===== src/cps_seq_map.vh =====
// Constants for the configuration power sequencer
`ifndef CPS_SEQ_MAP_VH
`define CPS_SEQ_MAP_VH
`define CPS_INIT_DELAY_SLAVE 24'h000800
`define CPS_MASTER_FACTOR    3'h4
`define CPS_CLEAR_CYCLES     16'h0040
`define CPS_STARTUP_CYCLES   4'h4
`define CPS_CNT_W            24
`define CPS_NUM_PINS         8
`define CPS_ST_PREINIT       7'h01
`define CPS_ST_DELAY         7'h02
`define CPS_ST_CLEAR         7'h04
`define CPS_ST_WAITRST       7'h08
`define CPS_ST_CONFIG        7'h10
`define CPS_ST_STARTUP       7'h20
`define CPS_ST_USER          7'h40
`endif


===== src/cps_config_power_sequencer.v =====
// Supply, reset and powerdown sequencer for a configurable logic device
`timescale 1ns/1ps
`include "cps_seq_map.vh"

// Behaviour
// Pre-init: active-high flag high, status pins low
// Delay starts after supply good, check cells
// Delay in oscillator periods, master four times
// Clear memory, await reset release, latch mode
// Low-supply sensor returns to pre-init
// Stay pre-init while low, then restart
// Master reconfigures, slave requests by pulling low
// Program low or reset fall restarts configuration; code restarts on a reset fall only while done/program is low
// Other party holds reset on slow supply
// Three-state control is inverse of enable
// Powerdown halts activity, pull-ups off
// Powerdown floats outputs, inputs read high
// Powerdown resets flops, memory kept
// Powerdown ignores clocks, logic still evaluates
// Powerdown release follows configuration-end order; code returns all outputs in the same cycle
// Powerdown and reset pass one sync stage; code uses two
module cps_config_power_sequencer
(
    input  wire                     clk,
    input  wire                     rst_n,
    input  wire                     supplyGood,
    input  wire                     checkCellsOk,
    input  wire                     isMaster,
    input  wire [1:0]               modePins,
    input  wire                     resetIn_n,
    input  wire                     powerdownRequest_n,
    input  wire                     doneProgramIn,
    input  wire                     configDone,
    input  wire [`CPS_NUM_PINS-1:0] userOutEnable_n,
    input  wire [`CPS_NUM_PINS-1:0] padIn,
    output reg                      configActiveHighFlag_ff,
    output reg                      configActiveLowFlag_ff,
    output reg                      initStatusOut_ff,
    output reg                      initStatusOe_ff,
    output reg                      doneProgramOut_ff,
    output reg                      doneProgramOe_ff,
    output reg                      memClear_ff,
    output reg                      configStart_ff,
    output reg [1:0]                modeLatched_ff,
    output reg                      fabricReset_ff,
    output reg                      fabricClockEnable_ff,
    output reg                      pullupEnable_ff,
    output reg [`CPS_NUM_PINS-1:0]  padThreeState_ff,
    output reg [`CPS_NUM_PINS-1:0]  padInToLogic_ff
);

    // Two-stage synchronisers for pins from outside the clock
    reg  [1:0]             supplySync_ff;
    reg  [1:0]             cellsSync_ff;
    reg  [1:0]             pdSync_ff;      // Powerdown request, active low
    reg  [1:0]             rstSync_ff;     // External reset, active low
    reg  [1:0]             dpSync_ff;      // Done/program pin level
    reg                    rstPrev_ff;     // Last synced reset for edge detect
    reg                    dpPrev_ff;      // Last synced done/program
    reg  [`CPS_NUM_PINS-1:0] padSyncA_ff;  // First pad stage
    reg  [`CPS_NUM_PINS-1:0] padSyncB_ff;  // Second pad stage
    reg  [1:0]             roleSync_ff;    // Master strap pin, two stages
    reg  [1:0]             modeSyncA_ff;   // First mode pin stage
    reg  [1:0]             modeSyncB_ff;   // Second mode pin stage

    // Sequencer state and counter
    reg  [6:0]             state_ff;
    reg  [6:0]             nxt_state;
    reg  [`CPS_CNT_W-1:0]  count_ff;
    reg  [`CPS_CNT_W-1:0]  nxt_count;
    reg                    masterLatched_ff;  // Role held for the delay length

    // Decoded conditions
    wire supplyOk    = supplySync_ff[1];
    wire cellsOk     = cellsSync_ff[1];
    wire powerdown   = ~pdSync_ff[1];
    wire resetActive = ~rstSync_ff[1];
    wire resetFall   = rstPrev_ff & ~rstSync_ff[1];
    wire dpLow       = ~dpSync_ff[1];
    wire dpFall      = dpPrev_ff & ~dpSync_ff[1];
    wire [`CPS_CNT_W-1:0] delayLimit = masterLatched_ff
        ? `CPS_INIT_DELAY_SLAVE * `CPS_MASTER_FACTOR
        : `CPS_INIT_DELAY_SLAVE;
    // Decoded from the next state so flags move with the other pins
    wire inUser      = (nxt_state == `CPS_ST_USER);
    // Pads driven from startup on, before done/program lets go
    wire buffersOn   = (nxt_state == `CPS_ST_STARTUP) || inUser;

    // Pin synchronisers; powerdown and reset get a full stage pair
    always @(posedge clk)
    begin
        if (!rst_n)
        begin
            supplySync_ff <= 2'h0;
            cellsSync_ff  <= 2'h0;
            pdSync_ff     <= 2'h3;
            rstSync_ff    <= 2'h0;
            dpSync_ff     <= 2'h0;
            rstPrev_ff    <= 1'h0;
            dpPrev_ff     <= 1'h0;
            padSyncA_ff   <= {`CPS_NUM_PINS{1'b1}};
            padSyncB_ff   <= {`CPS_NUM_PINS{1'b1}};
            roleSync_ff   <= 2'h0;
            modeSyncA_ff  <= 2'h0;
            modeSyncB_ff  <= 2'h0;
        end
        else
        begin
            supplySync_ff <= {supplySync_ff[0], supplyGood};
            cellsSync_ff  <= {cellsSync_ff[0], checkCellsOk};
            pdSync_ff     <= {pdSync_ff[0], powerdownRequest_n};
            rstSync_ff    <= {rstSync_ff[0], resetIn_n};
            dpSync_ff     <= {dpSync_ff[0], doneProgramIn};
            rstPrev_ff    <= rstSync_ff[1];
            dpPrev_ff     <= dpSync_ff[1];
            padSyncA_ff   <= padIn;
            padSyncB_ff   <= padSyncA_ff;
            roleSync_ff   <= {roleSync_ff[0], isMaster};
            modeSyncA_ff  <= modePins;
            modeSyncB_ff  <= modeSyncA_ff;
        end
    end

    // Next-state logic of the sequencer
    always @*
    begin
        nxt_state = state_ff;
        nxt_count = count_ff;
        if (!supplyOk)
        begin
            // Brown-out or low supply forces pre-init and holds it
            nxt_state = `CPS_ST_PREINIT;
            nxt_count = {`CPS_CNT_W{1'b0}};
        end
        else if (powerdown)
        begin
            // Frozen: no progress while powered down
            nxt_state = state_ff;
            nxt_count = count_ff;
        end
        else
        begin
            case (state_ff)
                `CPS_ST_PREINIT:
                begin
                    // Supply good and check cells written
                    if (cellsOk)
                    begin
                        nxt_state = `CPS_ST_DELAY;
                        nxt_count = {`CPS_CNT_W{1'b0}};
                    end
                end
                `CPS_ST_DELAY:
                begin
                    // Count oscillator periods up to the limit
                    if (count_ff >= delayLimit - 1'b1)
                    begin
                        nxt_state = `CPS_ST_CLEAR;
                        nxt_count = {`CPS_CNT_W{1'b0}};
                    end
                    else
                        nxt_count = count_ff + 1'b1;
                end
                `CPS_ST_CLEAR:
                begin
                    // Memory clear for a fixed number of cycles
                    if (count_ff >= `CPS_CLEAR_CYCLES - 1'b1)
                    begin
                        nxt_state = `CPS_ST_WAITRST;
                        nxt_count = {`CPS_CNT_W{1'b0}};
                    end
                    else
                        nxt_count = count_ff + 1'b1;
                end
                `CPS_ST_WAITRST:
                begin
                    // Hold until external reset is released
                    if (!resetActive)
                        nxt_state = `CPS_ST_CONFIG;
                end
                `CPS_ST_CONFIG:
                begin
                    // Loading; a new trigger restarts the clear
                    if (dpFall || (dpLow && resetFall))
                    begin
                        nxt_state = `CPS_ST_CLEAR;
                        nxt_count = {`CPS_CNT_W{1'b0}};
                    end
                    else if (configDone)
                    begin
                        nxt_state = `CPS_ST_STARTUP;
                        nxt_count = {`CPS_CNT_W{1'b0}};
                    end
                end
                `CPS_ST_STARTUP:
                begin
                    // Enable buffers, then release done/program
                    if (count_ff >= `CPS_STARTUP_CYCLES - 1'b1)
                        nxt_state = `CPS_ST_USER;
                    else
                        nxt_count = count_ff + 1'b1;
                end
                `CPS_ST_USER:
                begin
                    // Reconfiguration trigger from outside
                    if (dpFall || (dpLow && resetFall))
                    begin
                        nxt_state = `CPS_ST_CLEAR;
                        nxt_count = {`CPS_CNT_W{1'b0}};
                    end
                end
                default:
                begin
                    nxt_state = `CPS_ST_PREINIT;
                    nxt_count = {`CPS_CNT_W{1'b0}};
                end
            endcase
        end
    end

    // State, counter and mode latch
    always @(posedge clk)
    begin
        if (!rst_n)
        begin
            state_ff         <= `CPS_ST_PREINIT;
            count_ff         <= {`CPS_CNT_W{1'b0}};
            masterLatched_ff <= 1'b0;
            modeLatched_ff   <= 2'h0;
        end
        else
        begin
            state_ff <= nxt_state;
            count_ff <= nxt_count;
            // Role captured when the delay begins
            if (state_ff == `CPS_ST_PREINIT)
                masterLatched_ff <= roleSync_ff[1];
            // Mode pins stored as reset releases
            if (state_ff == `CPS_ST_WAITRST && nxt_state == `CPS_ST_CONFIG)
                modeLatched_ff <= modeSyncB_ff;
        end
    end

    // Registered pin and control outputs
    always @(posedge clk)
    begin
        if (!rst_n)
        begin
            configActiveHighFlag_ff <= 1'b1;
            configActiveLowFlag_ff  <= 1'b0;
            initStatusOut_ff        <= 1'b0;
            initStatusOe_ff         <= 1'b1;
            doneProgramOut_ff       <= 1'b0;
            doneProgramOe_ff        <= 1'b1;
            memClear_ff             <= 1'b0;
            configStart_ff          <= 1'b0;
            fabricReset_ff          <= 1'b1;
            fabricClockEnable_ff    <= 1'b0;
            pullupEnable_ff         <= 1'b1;
        end
        else if (powerdown && supplyOk)
        begin
            // Quiet state: floated pins, no pull-ups, flops in reset
            configActiveHighFlag_ff <= configActiveHighFlag_ff;
            configActiveLowFlag_ff  <= configActiveLowFlag_ff;
            initStatusOe_ff         <= 1'b0;
            doneProgramOe_ff        <= 1'b0;
            pullupEnable_ff         <= 1'b0;
            fabricReset_ff          <= 1'b1;
            fabricClockEnable_ff    <= 1'b0;
            memClear_ff             <= 1'b0;
            configStart_ff          <= 1'b0;
        end
        else
        begin
            // Configuration flags active outside user mode
            configActiveHighFlag_ff <= ~inUser;
            configActiveLowFlag_ff  <= inUser;
            // Init-status driven low in pre-init and clear (slave request)
            initStatusOut_ff        <= 1'b0;
            initStatusOe_ff         <= (nxt_state == `CPS_ST_PREINIT)
                                     || (nxt_state == `CPS_ST_CLEAR);
            // Done/program held low until startup completes
            doneProgramOut_ff       <= 1'b0;
            doneProgramOe_ff        <= (nxt_state != `CPS_ST_USER);
            memClear_ff             <= (nxt_state == `CPS_ST_CLEAR);
            configStart_ff          <= (state_ff == `CPS_ST_WAITRST)
                                     && (nxt_state == `CPS_ST_CONFIG);
            // Either role reconfigures on a trigger; pullups only while configuring
            pullupEnable_ff         <= (nxt_state != `CPS_ST_USER);
            fabricReset_ff          <= (nxt_state != `CPS_ST_USER)
                                     && (nxt_state != `CPS_ST_STARTUP);
            fabricClockEnable_ff    <= (nxt_state == `CPS_ST_USER);
        end
    end

    // Per-pin buffer control and input forcing
    genvar gi;
    generate
        for (gi = 0; gi < `CPS_NUM_PINS; gi = gi + 1)
        begin : gPin
            always @(posedge clk)
            begin
                if (!rst_n)
                    padInToLogic_ff[gi] <= 1'b1;
                else if (powerdown && supplyOk)
                    padInToLogic_ff[gi] <= 1'b1;
                else
                    padInToLogic_ff[gi] <= padSyncB_ff[gi];
            end
            // Three-state follows the low enable, buffers on only
            always @(posedge clk)
            begin
                if (!rst_n)
                    padThreeState_ff[gi] <= 1'b1;
                else
                    padThreeState_ff[gi] <=
                        ~(buffersOn && !powerdown) | userOutEnable_n[gi];
            end
        end
    endgenerate

endmodule


===== config.mk =====
export PLATFORM = sky130hd
export DESIGN_NAME = cps_config_power_sequencer
export DESIGN_NICKNAME = d
export VERILOG_FILES = /design/src/cps_config_power_sequencer.v
export VERILOG_INCLUDE_DIRS = /design/src /design/src/src
export SDC_FILE = /design/constraint.sdc
export NUM_CORES = 1
export LEC_CHECK = 0
export ABC_AREA = 1
export BUFFER_PORTS_ARGS = -buffer_cell sky130_fd_sc_hd__buf_2
export CORE_MARGIN = 2
export CORE_UTILIZATION = 45
export CTS_CLUSTER_SIZE = 30
export DETAILED_ROUTE_END_ITERATION = 6
export HOLD_SLACK_MARGIN = 0.12
export PLACE_DENSITY = 0.68
export RECOVER_POWER = 25
export SYNTH_ARGS = -nofsm -noshare
export SYNTH_HDL_FRONTEND = slang
export SYNTH_SLANG_ARGS = --single-unit
export TNS_END_PERCENT = 5

===== constraint.sdc =====
create_clock -name clk -period 1.8 [get_ports clk]
set_input_delay 0.09 -clock clk [delete_from_list [all_inputs] [get_ports clk]]
set_output_delay 0.09 -clock clk [all_outputs]
set_load 0.05 [all_outputs]

# Yosys cells after proc, flatten, opt, wreduce, memory -nomap -nowiden
# Index checks and enable logic that the tools add are counted.
dict set report classes {
  add_sub_neg 2
  magnitude_cmp 3
  n_eq_ne 18
  muxes 22
  bitwise_logic 17
  reduce_logical 11
}
# op n
set op_table {}
lappend op_table {{two-way mux 24 bit} 7}
lappend op_table {{case mux 24 bit (7 select lines)} 1}
lappend op_table {{two-way mux 7 bit} 10}
lappend op_table {{case mux 7 bit (7 select lines)} 1}
lappend op_table {{adder 24 x 1 -> 24 bit (second input constant)} 1}
lappend op_table {{>= comparator 24 x 2 -> 1 bit (second input constant)} 1}
lappend op_table {{>= comparator 24 bit} 1}
lappend op_table {{>= comparator 24 x 6 -> 1 bit (second input constant)} 1}
lappend op_table {{subtractor 14 x 1 -> 15 bit (second input constant)} 1}
lappend op_table {{equality test 7 x 1 -> 1 bit (second input constant)} 2}
lappend op_table {{equality test 7 x 3 -> 1 bit (second input constant)} 2}
lappend op_table {{equality test 7 x 5 -> 1 bit (second input constant)} 2}
lappend op_table {{equality test 7 x 6 -> 1 bit (second input constant)} 2}
lappend op_table {{equality test 7 bit (second input constant)} 2}
lappend op_table {{two-way mux 14 bit} 1}
lappend op_table {{OR 1 bit} 8}
lappend op_table {{equality test 7 x 2 -> 1 bit (second input constant)} 1}
lappend op_table {{equality test 7 x 4 -> 1 bit (second input constant)} 1}
lappend op_table {{inequality test 7 x 6 -> 1 bit (second input constant)} 1}
lappend op_table {{inequality test 7 bit (second input constant)} 1}
lappend op_table {{NOT 1 bit} 7}
lappend op_table {{inequality test 2 bit (second input constant)} 3}
lappend op_table {{AND reduction 6 bit} 1}
lappend op_table {{logical AND 1 bit} 5}
lappend op_table {{6 further kinds} 10}
dict set report totals {
  register_bits 92
  inputBits 27
  output_inout_bits 29
  elab_cells 113
}

# Logic depth before layout (Yosys ltp)
# Gate-level depths: netlist of run 1.
dict set report depth {
  ltp_word 13
  mapped_depth 17
  mapped_depth_nobuf 17
}

# Worst setup path before layout of run 1
# No wires, ideal clock.
dict set report synth_path {
  path_type {reg-to-reg}
  from {register masterLatched_ff}
  to {register padThreeState_ff[0]}
  arrival_ns 1.684
  t_required_ns 1.674
  slack_ns -0.010
  stages_incl_launch_ff 15
  n_path_buf 0
  synth_period_minus_slack_ns 1.810
  cell_sequence {dfxtp_1 > inv_1 > ha_1 > nand3_1 > nand3_1 > nor2_1 > nand3_1 > nand2_1 > nand3_1 > nand2_2 > nand2_2 > nor2_4 > nand2_2 > nand2_8 > nand3_2}
}
dict set report synth_via {
  elab_chain_cells 12
}
# element line_no
set synth_rtl {}
lappend synth_rtl {{from (decl)} cps_config_power_sequencer.v:71} ;# reg masterLatched_ff;
lappend synth_rtl {{from (signal assigned)} cps_config_power_sequencer.v:237} ;# masterLatched_ff <= roleSync_ff[1];
lappend synth_rtl {{two-way mux 14 bit (no source line) *} -}
lappend synth_rtl {{subtractor 14 x 1 -> 15 bit *} cps_config_power_sequencer.v:156} ;# if (count_ff >= delayLimit - 1'b1)
lappend synth_rtl {{>= comparator 24 bit *} cps_config_power_sequencer.v:156}
lappend synth_rtl {{two-way mux 7 bit *} cps_config_power_sequencer.v:156}
lappend synth_rtl {{case mux 7 bit (7 select lines) *} cps_config_power_sequencer.v:143} ;# case (state_ff)
lappend synth_rtl {{two-way mux 7 bit *} cps_config_power_sequencer.v:135} ;# else if (powerdown)
lappend synth_rtl {{two-way mux 7 bit *} cps_config_power_sequencer.v:129} ;# if (!supplyOk)
lappend synth_rtl {{equality test 7 x 6 -> 1 bit (no source line) / equality test 7 bit (equally long branches)} -}
lappend synth_rtl {{logical OR 1 bit *} cps_config_power_sequencer.v:87} ;# wire buffersOn = (nxt_state == `CPS_ST_STARTUP) || inUser;
lappend synth_rtl {{logical AND 1 bit *} cps_config_power_sequencer.v:318} ;# ~(buffersOn && !powerdown) | userOutEnable_n[gi];
lappend synth_rtl {{NOT 1 bit *} cps_config_power_sequencer.v:318}
lappend synth_rtl {{OR 1 bit *} cps_config_power_sequencer.v:318}
lappend synth_rtl {{to (signal, indexed assignment)} cps_config_power_sequencer.v:317} ;# padThreeState_ff[gi] <=
lappend synth_rtl {{to (decl)} cps_config_power_sequencer.v:48} ;# output reg [`CPS_NUM_PINS-1:0] padThreeState_ff,
# Every way passes the cells marked *; elsewhere a longest branch is shown, timed or not.
# A chain may end at the register's enable or synchronous reset.

# Worst setup path in the final report of run 1
dict set report layout_path {
  from {register count_ff[5]}
  to {register count_ff[13]}
}
dict set report layout_via {
  elab_chain_cells 3
}
# element line_no
set layout_rtl {}
lappend layout_rtl {{from (decl)} cps_config_power_sequencer.v:69} ;# reg [`CPS_CNT_W-1:0] count_ff;
lappend layout_rtl {{from (signal assigned)} cps_config_power_sequencer.v:227} ;# count_ff <= {`CPS_CNT_W{1'b0}};
lappend layout_rtl {{from (signal assigned)} cps_config_power_sequencer.v:234} ;# count_ff <= nxt_count;
lappend layout_rtl {{adder 24 x 1 -> 24 bit (tied with other cells)} {cps_config_power_sequencer.v:162, cps_config_power_sequencer.v:173, cps_config_power_sequencer.v:201}}
lappend layout_rtl {{two-way mux 24 bit (tied with other cells)} cps_config_power_sequencer.v:198} ;# if (count_ff >= `CPS_STARTUP_CYCLES - 1'b1)
lappend layout_rtl {{case mux 24 bit (7 select lines) / AND reduction 6 bit (equally long branches)} -}
# Several ways; a longest one is shown, not always the timed one. The select of a mux whose other input is x is not followed.

==> flow_summary_export.csv, run 1 <==
group,metric,value,unit
detailed_routing,antenna_left,0,
run_status,violations,"negative setup slack",
global_route,grt_max_degree,34,
finish,fin_nets,637,
power,power_frac_seq,55.6,%
detailed_routing,vias,3271,
power,p_leak,2.42,nW
setup_path,critical_path_class,"reg -> reg",
die,fp.dieH,94.9,um
die,placementRows,33,
placed_design,hpwlAfterDp,5.52,mm
die,die_area,9000,um2
sta,min_period_over_period,108,%
global_route,antenna_found_initial,0,
setup_path,crit_required,2110,ps
detailed_routing,first_iter_violations,158,
min_path,min_from,"configDone",
finish,diodes,0,
finish,syn_to_final_growth,37.1,%
power,p_int,2.76,mW
sta,period_minus_slack,1950,ps
sta,slew_violations,0,
setup_path,critical_path.most_common_cell,"nor3_2",
finish,filler_cell_count,718,
placed_design,placed_cells,671,
power,switching_share,26.7,%
run,cap_viol_max_count,0,
logic_synthesis,async_flop_share,0,%
finish,fin_area,5090,um2
sta,finalHoldViolations,0,
clock_network,clock_latency,380,ps
setup_path,r2r_cells,11,
min_path,whs_endpoint,"state_ff[4]",
sta,rsz0062_at_grt,"true",
setup_path,crit_arrival,2250,ps
detailed_routing,wl_per_cell,11.7,um
clock_network,clockBufferDepth,2,
clock_network,cts_tree,"built",
setup_path,r2r-start,"count_ff[5]",
setup_path,cp_slowest_cell,"dfxtp_1",
logic_synthesis,synth_flop_cell,"dfxtp_1",
power,cellPowerDensity,738,nW/um2
detailed_routing,drcViolationCount,0,
logic_synthesis,yosysSeqAreaShare,49.6,%
power,switchingPower,1.00,mW
global_route,grt_first_pass_wirelength,13.9,mm
clock_network,numCtsBuffers,9,
die,initial_core_util,45.9,%
sta,worstMarginPinSlew,674,ps
power,pwr-share-comb,7.6,%
die,pin_count,56,
sta,finalClockSkew,11.0,ps
logic_synthesis,synth.top_cell.area_share,49.6,%
setup_path,critPathMaxFanout,11,
setup_path,r2r_setup_slack,-150,ps
placed_design,finalWeightedCongestion,0.864,
min_path,hold_class,"in -> reg",
global_route,gr-total-overflow,0,
logic_synthesis,synthMuxAreaShare,0,%
setup_path,critPathCaptureType,"flop",
finish,seq_area,1860,um2
die,core_area,8090,um2
global_route,grt_use_total,19.8,%
global_route,grt_pass1_vias,3120,
power,power.total,3.76,mW
setup_path,max_stage_delay,320,ps
sta,setup_viol,26,
clock_network,cts-root-buf,"clkbuf_8",
die,die_w,94.9,um
finish,final_cells,717,
logic_synthesis,yosys.area_share.xor_xnor,1.41,%
sta,fin_ws,-147,ps
logic_synthesis,synth_area_leader_cell,"dfxtp_1",
logic_synthesis,syn-instance-count,473,
detailed_routing,drt-pass1-iter-count,4,
detailed_routing,routed_wl,8.42,mm
power,ir_drop,486,uV
detailed_routing,via_per_inst,4.56,
logic_synthesis,syn_area,3710,um2
clock_network,cts_num_sinks,92,
finish,multi_input_area,1720,um2
logic_synthesis,ys_seq_elements,92,
setup_path,start_kind,"flop",
setup_path,r2r-end,"count_ff[13]",
finish,drive_gt1_share,38.1,%
logic_synthesis,synth_edf_count,0,
sta,tns,-2500,ps
logic_synthesis,synthSimpleGateAreaFrac,35.4,%
min_path,hold_depth,7,
logic_synthesis,yosysUniqueCellTypes,36,
run_status,status,"finished, violations left",
clock_network,clkTransAtPathRegs,100,ps
sta,fmax,514,MHz
logic_synthesis,avgSynthCellArea,7.85,um2
logic_synthesis,synth-warning-count,0,
setup_path,crit_path_cell_trace,"or2_1 -> nor3_2 -> buf_4 -> nand2_1 -> nand2_2 -> inv_2 -> nor2_4 -> nand2_4 -> nor3_2 -> nand3_1 -> a21oi_1",
power,p_clk_share,36.9,%
logic_synthesis,synth_compound_gate_area_share,4.01,%
sta,worst_slew_margin_rel,55.1,%
placed_design,place_area,4460,um2
placed_design,portBuffers,53,
logic_synthesis,synthTopCellsByArea,"dfxtp_1, nand2_1, nor2_1, inv_1, or2_2",
logic_synthesis,synth_fa_ha_area_share,1.01,%
finish,final_cell_mix,"dfxtp_1, nand2_1, nor2_1",
clock_network,ctsHtreeMaxLevel,3,
finish,final_common_cell,"dfxtp_1",
logic_synthesis,synth_top_family_by_area,"simple AND/OR/NAND/NOR gates",
==> Yosys cell counts, types with 2 or more instances <==
cell       n
a21oi_1   13
buf_4      4
buf_6      2
clkbuf_1   7
dfxtp_1   92
ha_1       3
inv_1     57
inv_2      3
nand2_1   86
nand2_2   11
nand3_1   30
nand3_2    9
nand4_1    7
nor2_1    78
nor2_2     4
nor2_4     4
nor3_1    12
o21ai_0    4
or2_2     26
xnor2_1    3
xor2_1     3
==> routing by layer <==
metal	vias up	global-route usage, %	share of wire (%)
met2	44	34.9	51
met3	9	3.43	2.8
li1	1727	-	-
met4	0	8.70	1.9
met1	1491	23.7	44
met5	-	0	0
==> power by group through the flow <==
stage | clock network [mW] | logic (mW) | registers [mW]
2_1_floorplan | 0 | 0.137 | 2.16
3_3_place_gp | 0 | 0.229 | 2.14
3_5_place_dp | 0 | 0.233 | 2.14
4_1_cts | 1.42 | 0.279 | 2.09
5_1_grt | 1.50 | 0.313 | 2.09
6_report | 1.39 | 0.284 | 2.09
==> per-stage QoR <==
step,utilization [%],hold WS [ps],worst slack [ps]
6_report,62.9,394,-147
5_1_grt,62.9,423,-254
3_3_place_gp,55.1,273,-102
2_1_floorplan,-,188,5.51
4_1_cts,61.7,389,-126
3_5_place_dp,55.1,274,-156
==> state kept, by name, summed over array words and instances (netlist names), 7 cells and up <==
name	cells
count_ff	24
padSyncA_ff	8
padThreeState_ff	8
padInToLogic_ff	8
padSyncB_ff	8
state_ff	7
==> critical path: cells and delay by family (launching register included) <==
family / cells / cell delay [ps]
AND/OR/NAND/NOR: 8 / 1220
flip-flops: 1 / 320
buffers and inverters: 2 / 200
AO/OA/AOI/OAI: 1 / 150
==> worst max path at each step <==
stage	from	end	slack [ps]	cells past startpoint
final	count_ff[5]	count_ff[13]	-150	11
after global routing	state_ff[5]	padThreeState_ff[7]	-250	16
after CTS	masterLatched_ff	padThreeState_ff[7]	-130	15
after detailed placement	masterLatched_ff	padThreeState_ff[4]	-160	15
after global placement	count_ff[0]	padThreeState_ff[4]	-100	13
after floorplan	masterLatched_ff	padThreeState_ff[0]	6	15
==> cell type report <==
class	instances	area share, %
clock buffers	9	2.43
inverters	61	4.59
clock inverters	7	1.57
multi-input cells	308	33.7
flip-flops and latches	92	36.5
well taps	105	2.58
repair buffers	135	18.6
==> cell families after synthesis <==
logic type | after synthesis
AO/OA/AOI/OAI | 24
XOR/XNOR | 6
adder cells (fa/ha/maj) | 3
buffers and inverters | 75
flip-flops | 92
other | 1
AND/OR/NAND/NOR | 272
==> repair_timing <==
| item | CTS | global route |
|---|---|---|
| endpoints found under the setup margin | 28 | 42 |
| pin swaps | 6 | 15 |
| gates resized for setup | 21 | 32 |
| buffers inserted | 1 | 3 |
| hold endpoints to repair | 29 | 0 |
| hold buffers | 25 | 0 |
| cloned | 1 | 0 |
(Power assumes the default switching activity.)
==> run 2, diff against run 1 <==
--- a/config.mk
+++ b/config.mk
@@ -9,11 +9,11 @@
 export ABC_AREA = 1
 export BUFFER_PORTS_ARGS = -buffer_cell sky130_fd_sc_hd__buf_2
 export CORE_MARGIN = 2
-export CORE_UTILIZATION = 45
+export CORE_UTILIZATION = 51
 export CTS_CLUSTER_SIZE = 30
 export DETAILED_ROUTE_END_ITERATION = 6
 export HOLD_SLACK_MARGIN = 0.12
-export PLACE_DENSITY = 0.68
+export PLACE_DENSITY_LB_ADDON = 0.08
 export RECOVER_POWER = 25
 export SYNTH_ARGS = -nofsm -noshare
 export SYNTH_HDL_FRONTEND = slang
==> run 2 against run 1 <==
  * The run still ends with negative setup slack left
  * Clock-buffer cell count did not move
  * Critical path type unchanged
  * Utilization grew 7.3 points
  * Cell area fell by 1.6%
  * Largest power group unchanged
  * Critical endpoint is now padThreeState_ff[4]
  * Maximum frequency decreased by 2.0%
  * Clock skew grew 0.57 ps
  * Non-clock buffer count fell by 7
  * Hold slack better by 5.0 ps
  * Sequential power about the same
  * Final cell count fell by 1.8%
  * Sequential share of layout area is 0.50 points higher
==> flow_summary_export.csv, run 2 (same netlist as run 1, synthesis figures left out) <==
group,metric,value,unit
run_status,status,"finished, violations left",
run_status,violations,"negative setup slack",
global_route,grt_max_degree,34,
setup_path,critical_path.most_common_cell,"nand3_2",
setup_path,cp_slowest_cell,"dfxtp_2",
die,die_w,89.3,um
setup_path,max_stage_delay,340,ps
clock_network,ctsHtreeMaxLevel,3,
detailed_routing,antenna_left,0,
detailed_routing,via_per_inst,4.59,
setup_path,cp_top_family,"simple AND/OR/NAND/NOR gates",
detailed_routing,routed_wl,7.87,mm
die,initial_core_util,52.1,%
clock_network,clkTransAtPathRegs,100,ps
power,switchingPower,990,uW
finish,drive_gt1_share,34.9,%
power,power.total,3.74,mW
global_route,grt_pass1_vias,3087,
sta,min_period_over_period,110,%
sta,slew_violations,0,
setup_path,crit_arrival,2250,ps
detailed_routing,wl_per_cell,11.2,um
setup_path,start_kind,"flop",
die,fp.dieH,89.3,um
placed_design,finalWeightedCongestion,0.888,
min_path,hold_class,"in -> reg",
finish,syn_to_final_growth,34.9,%
power,p_leak,2.37,nW
power,p_clk_share,36.6,%
power,pwr-share-comb,7.6,%
detailed_routing,vias,3234,
clock_network,numCtsBuffers,9,
global_route,top_usage_layer,"met2",
sta,worstMarginPinSlew,609,ps
clock_network,cts_num_sinks,92,
setup_path,r2r-end,"padThreeState_ff[4]",
power,p_int,2.76,mW
finish,diodes,0,
global_route,grt_use_met2,37.6,%
global_route,met3_usage,5.26,%
placed_design,portBuffers,53,
sta,finalClockSkew,11.6,ps
clock_network,cts_tree,"built",
sta,fmax,503,MHz
setup_path,r2r_cells,15,
detailed_routing,first_iter_violations,123,
sta,period_minus_slack,1990,ps
sta,holdWs,399,ps
power,cellPowerDensity,747,nW/um2
global_route,grt_first_pass_wirelength,12.9,mm
finish,fin_area,5010,um2
clock_network,cts-root-buf,"clkbuf_8",
global_route,gr-total-overflow,0,
finish,post-route-util,70.2,%
setup_path,r2r_setup_slack,-190,ps
min_path,min_from,"configDone",
global_route,gr-usage-met1,24.5,%
setup_path,critPathMaxFanout,4,
run,cap_viol_max_count,0,
setup_path,critical_path_class,"reg -> reg",
setup_path,crit_path_cell_trace,"inv_2 -> ha_4 -> nand2_1 -> inv_1 -> nand2_1 -> nor2_2 -> nand3_2 -> nand4_1 -> nand3_2 -> nand3_2 -> nand2_2 -> nor2_4 -> nand2_4 -> nand2_4 -> nand3_2",
setup_path,critPathCaptureType,"flop",
setup_path,r2r-start,"masterLatched_ff",
sta,setup_viol,28,
finish,top_register,"count_ff",
die,die_area,7980,um2
power,switching_share,26.4,%
sta,fin_ws,-187,ps
finish,fin_nets,630,
finish,final_cell_mix,"nand2_1, dfxtp_1, nor2_1",
min_path,whs_endpoint,"count_ff[15]",
placed_design,place_area,4420,um2
detailed_routing,drt-pass1-iter-count,4,
finish,largest_register_ffs,24,
power,ir_drop,599,uV
die,pin_count,56,
detailed_routing,drcViolationCount,0,
sta,finalHoldViolations,0,
global_route,grt_use_total,20.8,%
clock_network,clockBufferDepth,2,
clock_network,clock_latency,360,ps
global_route,antenna_found_initial,0,
placed_design,hpwlAfterDp,5.55,mm
sta,worst_slew_margin_rel,59.6,%
sta,rsz0062_at_grt,"true",
min_path,hold_depth,8,
power,power_frac_seq,55.8,%
setup_path,cp.buffers_inverters,2,
die,placementRows,31,
die,core_area,7140,um2
setup_path,crit_required,2060,ps
==> run 2: changes by cell type in the layout (fill, tap and decap cells not counted), moves of 2 or more <==
cell     change
dfxtp_1      +2
nor2_1       +3
inv_1        +3
nand3_1      +2
nand3_2      -2
buf_4        -7
inv_2        -2
nand2_2      -5
nand2_1      +3
nor2_4       -2
inv_4        -2
==> run 2: repair_timing <==
action	in CTS	in global routing
setup endpoints to repair	32	40
endpoints found under the hold margin	28	0
resized for setup	16	22
gates cloned	1	0
setup buffers	0	1
hold buffers	25	0
pin swaps	10	9
==> run 2: worst register-to-register path, stage by stage, from the launching register on <==
cell     delay, ps
dfxtp_2        340
inv_2           60
ha_4           260
nand2_1         60
inv_1           60
nand2_1         70
nor2_2         130
nand3_2         90
nand4_1        100
nand3_2         80
nand3_2         80
nand2_2         70
nor2_4         180
nand2_4        130
nand2_4        120
nand3_2         60
==> run 2: power groups by stage <==
stage	logic, mW	registers [mW]	clock network [mW]
after floorplan	0.137	2.16	0
after detailed placement	0.232	2.14	0
after global routing	0.315	2.10	1.48
after CTS	0.280	2.09	1.40
after global placement	0.229	2.14	0
final	0.285	2.09	1.37
==> run 2: how the worst max path moves through the flow <==
stage	endpoint	cells after the start	slack [ps]	startpoint
6_report	padThreeState_ff[4]	15	-190	masterLatched_ff
5_1_grt	padThreeState_ff[4]	15	-330	masterLatched_ff
2_1_floorplan	padThreeState_ff[0]	15	6	masterLatched_ff
3_5_place_dp	padThreeState_ff[0]	15	-210	masterLatched_ff
3_3_place_gp	padThreeState_ff[6]	12	-120	count_ff[0]
4_1_cts	padThreeState_ff[1]	15	-160	masterLatched_ff
==> run 2: area by class of cell <==
type	count	area [um2]
timing repair buffer	128	905
inverter	61	234
multi-input combinational	308	1700
sequential	92	1850
fill	601	2130
clock inverter	7	75.1
tap	99	124
clock buffer	9	124
==> run 2: metrics by stage <==
stage	TNS, ps	cells	setup WS (ps)
6_report	-2800	704	-187
5_1_grt	-7060	704	-331
4_1_cts	-2000	703	-156
3_5_place_dp	-3230	661	-207
3_3_place_gp	-2290	661	-121
2_1_floorplan	0	474	5.51
==> run 2: metal layers <==
layer	up-vias	part of all wire, %	wire [um]
met1	1457	44	3490
li1	1710	-	-
met4	0	1.6	126
met5	-	0	0
met3	14	3.2	250
met2	53	51	4010
==> run 3, diff against run 2 <==
--- a/config.mk
+++ b/config.mk
@@ -6,12 +6,12 @@
 export SDC_FILE = /design/constraint.sdc
 export NUM_CORES = 1
 export LEC_CHECK = 0
-export ABC_AREA = 1
 export BUFFER_PORTS_ARGS = -buffer_cell sky130_fd_sc_hd__buf_2
 export CORE_MARGIN = 2
-export CORE_UTILIZATION = 51
+export CORE_UTILIZATION = 50
 export CTS_CLUSTER_SIZE = 30
 export DETAILED_ROUTE_END_ITERATION = 6
+export GPL_TIMING_DRIVEN = 0
 export HOLD_SLACK_MARGIN = 0.12
 export PLACE_DENSITY_LB_ADDON = 0.08
 export RECOVER_POWER = 25
==> run 3 against run 2 <==
  * The flow still finishes with violations (negative setup slack)
  * Hold slack lost 200 ps
  * Critical path type unchanged
  * Total power grew 0.95%
  * Critical path depth down 9
  * Largest power group unchanged
  * Highest routed layer unchanged
==> flow_summary_export.csv, run 3 <==
group,metric,value,unit
logic_synthesis,ys_seq_elements,92,
clock_network,clockBufferDepth,2,
sta,finalClockSkew,10.9,ps
setup_path,max_stage_delay,560,ps
die,placementRows,31,
setup_path,cp_slowest_cell,"or4b_4",
power,ir_drop,634,uV
sta,fin_ws,-312,ps
finish,diodes,0,
finish,post-route-util,68.6,%
global_route,grt_first_pass_wirelength,13.0,mm
die,pin_count,56,
finish,largest_register_ffs,24,
sta,rsz0062_at_grt,"true",
sta,worst_slew_margin_rel,55.7,%
logic_synthesis,yosysMostFrequentCell,"dfxtp_1",
detailed_routing,drcViolationCount,0,
setup_path,crit_arrival,2360,ps
logic_synthesis,avgSynthCellArea,9.59,um2
placed_design,place_ws,-455,ps
finish,top_register,"count_ff",
global_route,grt_use_total,21.0,%
finish,drive_gt1_share,34.2,%
detailed_routing,via_per_inst,5.19,
run,cap_viol_max_count,0,
power,power_frac_seq,55.1,%
power,switching_share,23.5,%
global_route,grt_max_degree,17,
clock_network,clkTransAtPathRegs,90,ps
logic_synthesis,syn_area,3660,um2
setup_path,r2r-end,"padThreeState_ff[7]",
sta,setup_viol,43,
sta,worstMarginPinSlew,660,ps
placed_design,portBuffers,53,
sta,holdWs,195,ps
setup_path,r2r_cells,6,
setup_path,r2r-start,"state_ff[2]",
finish,fin_area,4920,um2
logic_synthesis,synth_flop_cell,"dfxtp_1",
detailed_routing,routed_wl,8.22,mm
die,core_area,7180,um2
finish,syn_to_final_growth,34.2,%
placed_design,finalWeightedCongestion,0.933,
detailed_routing,vias,3052,
setup_path,start_kind,"flop",
logic_synthesis,synthTopCellsByCount,"dfxtp_1, nor2_1, nand2_1",
min_path,whs_endpoint,"masterLatched_ff",
logic_synthesis,async_flop_share,0,%
power,switchingPower,889,uW
run_status,violations,"negative setup slack",
power,pwr-share-comb,6.4,%
sta,finalHoldViolations,0,
detailed_routing,first_iter_violations,201,
finish,fin_nets,514,
min_path,hold_depth,3,
detailed_routing,antenna_left,0,
logic_synthesis,synth_area_leader_cell,"dfxtp_1",
min_path,min_from,"rst_n",
setup_path,crit_path_cell_trace,"nor2_4 -> nand3b_1 -> or4b_4 -> a31oi_4 -> xor2_4 -> or3_1",
power,p_leak,1.93,nW
die,die_w,89.6,um
logic_synthesis,synth.top_cell.area_share,50.3,%
global_route,grt_pass1_vias,2852,
global_route,antenna_found_initial,0,
global_route,gr-total-overflow,0,
sta,min_period_over_period,117,%
finish,final_cell_mix,"dfxtp_1, buf_2, nor2_1",
setup_path,critical_path_class,"reg -> reg",
detailed_routing,wl_per_cell,14.0,um
setup_path,critPathMaxFanout,9,
detailed_routing,drt-pass1-iter-count,5,
logic_synthesis,synthTopCellsByArea,"dfxtp_1, nor2_1, nand2b_1, and2_1, xor2_1",
sta,tns,-9690,ps
placed_design,place_area,4150,um2
sta,slew_violations,0,
clock_network,numCtsBuffers,9,
run_status,status,"finished, violations left",
die,fp.dieH,89.6,um
clock_network,ctsHtreeMaxLevel,3,
setup_path,crit_required,2040,ps
logic_synthesis,synth_edf_count,0,
die,die_area,8030,um2
sta,period_minus_slack,2110,ps
setup_path,cp.buffers_inverters,0,
setup_path,cp_top_family,"simple AND/OR/NAND/NOR gates",
min_path,hold_class,"in -> reg",
clock_network,clock_latency,350,ps
setup_path,critPathCaptureType,"flop",
power,cellPowerDensity,768,nW/um2
logic_synthesis,yosysSeqAreaShare,50.3,%
logic_synthesis,yosysUniqueCellTypes,63,
finish,final_common_cell,"dfxtp_1",
clock_network,cts_num_sinks,92,
logic_synthesis,synth-warning-count,0,
die,initial_core_util,51.1,%
setup_path,r2r_setup_slack,-310,ps
clock_network,cts-root-buf,"clkbuf_8",
clock_network,cts_tree,"built",
sta,fmax,473,MHz
power,p_clk_share,38.5,%
placed_design,hpwlAfterDp,5.40,mm
power,p_int,2.89,mW
logic_synthesis,syn-instance-count,382,
-- run 3: changes by cell type after synthesis, sizes merged, moves of 18 or more --
cell    before  now
and2         0   20
inv         61    9
nand2       99   23
nand2b       0   20
nand3       39   11
nor2        86   48
or2         27    9
-- run 3: area by class of cell --
type | count | area (um2)
buffer | 15 | 114
timing repair buffer | 91 | 627
tap | 99 | 124
fill | 547 | 2260
clock buffer | 11 | 141
clock inverter | 5 | 67.6
multi-input combinational | 266 | 1950
inverter | 9 | 33.8
sequential | 92 | 1870
-- run 3: worst register-to-register path: cells and delay by family, from the launching register on --
| kind | cells | cell delay, ps |
|---|---|---|
| xor gates and xnor gates | 1 | 140 |
| and+or+nand+nor | 4 | 1180 |
| DFF | 1 | 400 |
| AOI/OAI and AO/OA | 1 | 290 |
-- run 3: worst max-delay path by stage --
stage                      start                  end  slack [ps]  cells after the start
floorplan            count_ff[4]      initStatusOe_ff        -130                      8
global placement     state_ff[6]      initStatusOe_ff        -480                      7
detailed placement   state_ff[6]          count_ff[0]        -460                      8
CTS                 count_ff[19]  padThreeState_ff[1]        -310                      6
global route        count_ff[19]      pullupEnable_ff        -440                      8
finish               state_ff[2]  padThreeState_ff[7]        -310                      6
-- run 3: cells by family (layout without fill, tap and decap cells) --
family	count (synthesis)	in the layout	synth area share, %
and+or+nand+nor	188	188	29.5
DFF	92	92	50.3
AOI/OAI and AO/OA	57	57	11.6
buffers and inverters	25	131	3.58
xor gates and xnor gates	13	13	3.11
adders and majority gates	3	3	1.02
muxes	3	3	0.819
other	1	2	0.102
-- run 3: metal layers --
layer,global-route usage [%],wire length [um]
met1,26.8,3710
met3,3.56,449
met5,0,0
met4,7.73,114
met2,35.6,3940
-- run 3: what timing repair did --
item,CTS,global route
pin swaps,25,12
setup endpoints to repair,47,48
hold buffers,24,0
endpoints found under the hold margin,24,0
gates resized for setup,44,13
gates cloned,1,0
setup buffers,12,1
-- run 3: metrics by stage --
step | power (mW) | cells
after floorplan | 2.26 | 383
after global placement | 2.32 | 535
after detailed placement | 2.32 | 535
after CTS | 3.81 | 587
after global routing | 3.91 | 588
final | 3.78 | 588
-- run 3: power groups by stage --
stage | Combinational (mW) | Clock (mW) | Sequential [mW]
2_1_floorplan | 0.103 | 0 | 2.16
3_3_place_gp | 0.184 | 0 | 2.14
3_5_place_dp | 0.187 | 0 | 2.14
4_1_cts | 0.240 | 1.48 | 2.09
5_1_grt | 0.265 | 1.55 | 2.09
6_report | 0.242 | 1.45 | 2.08
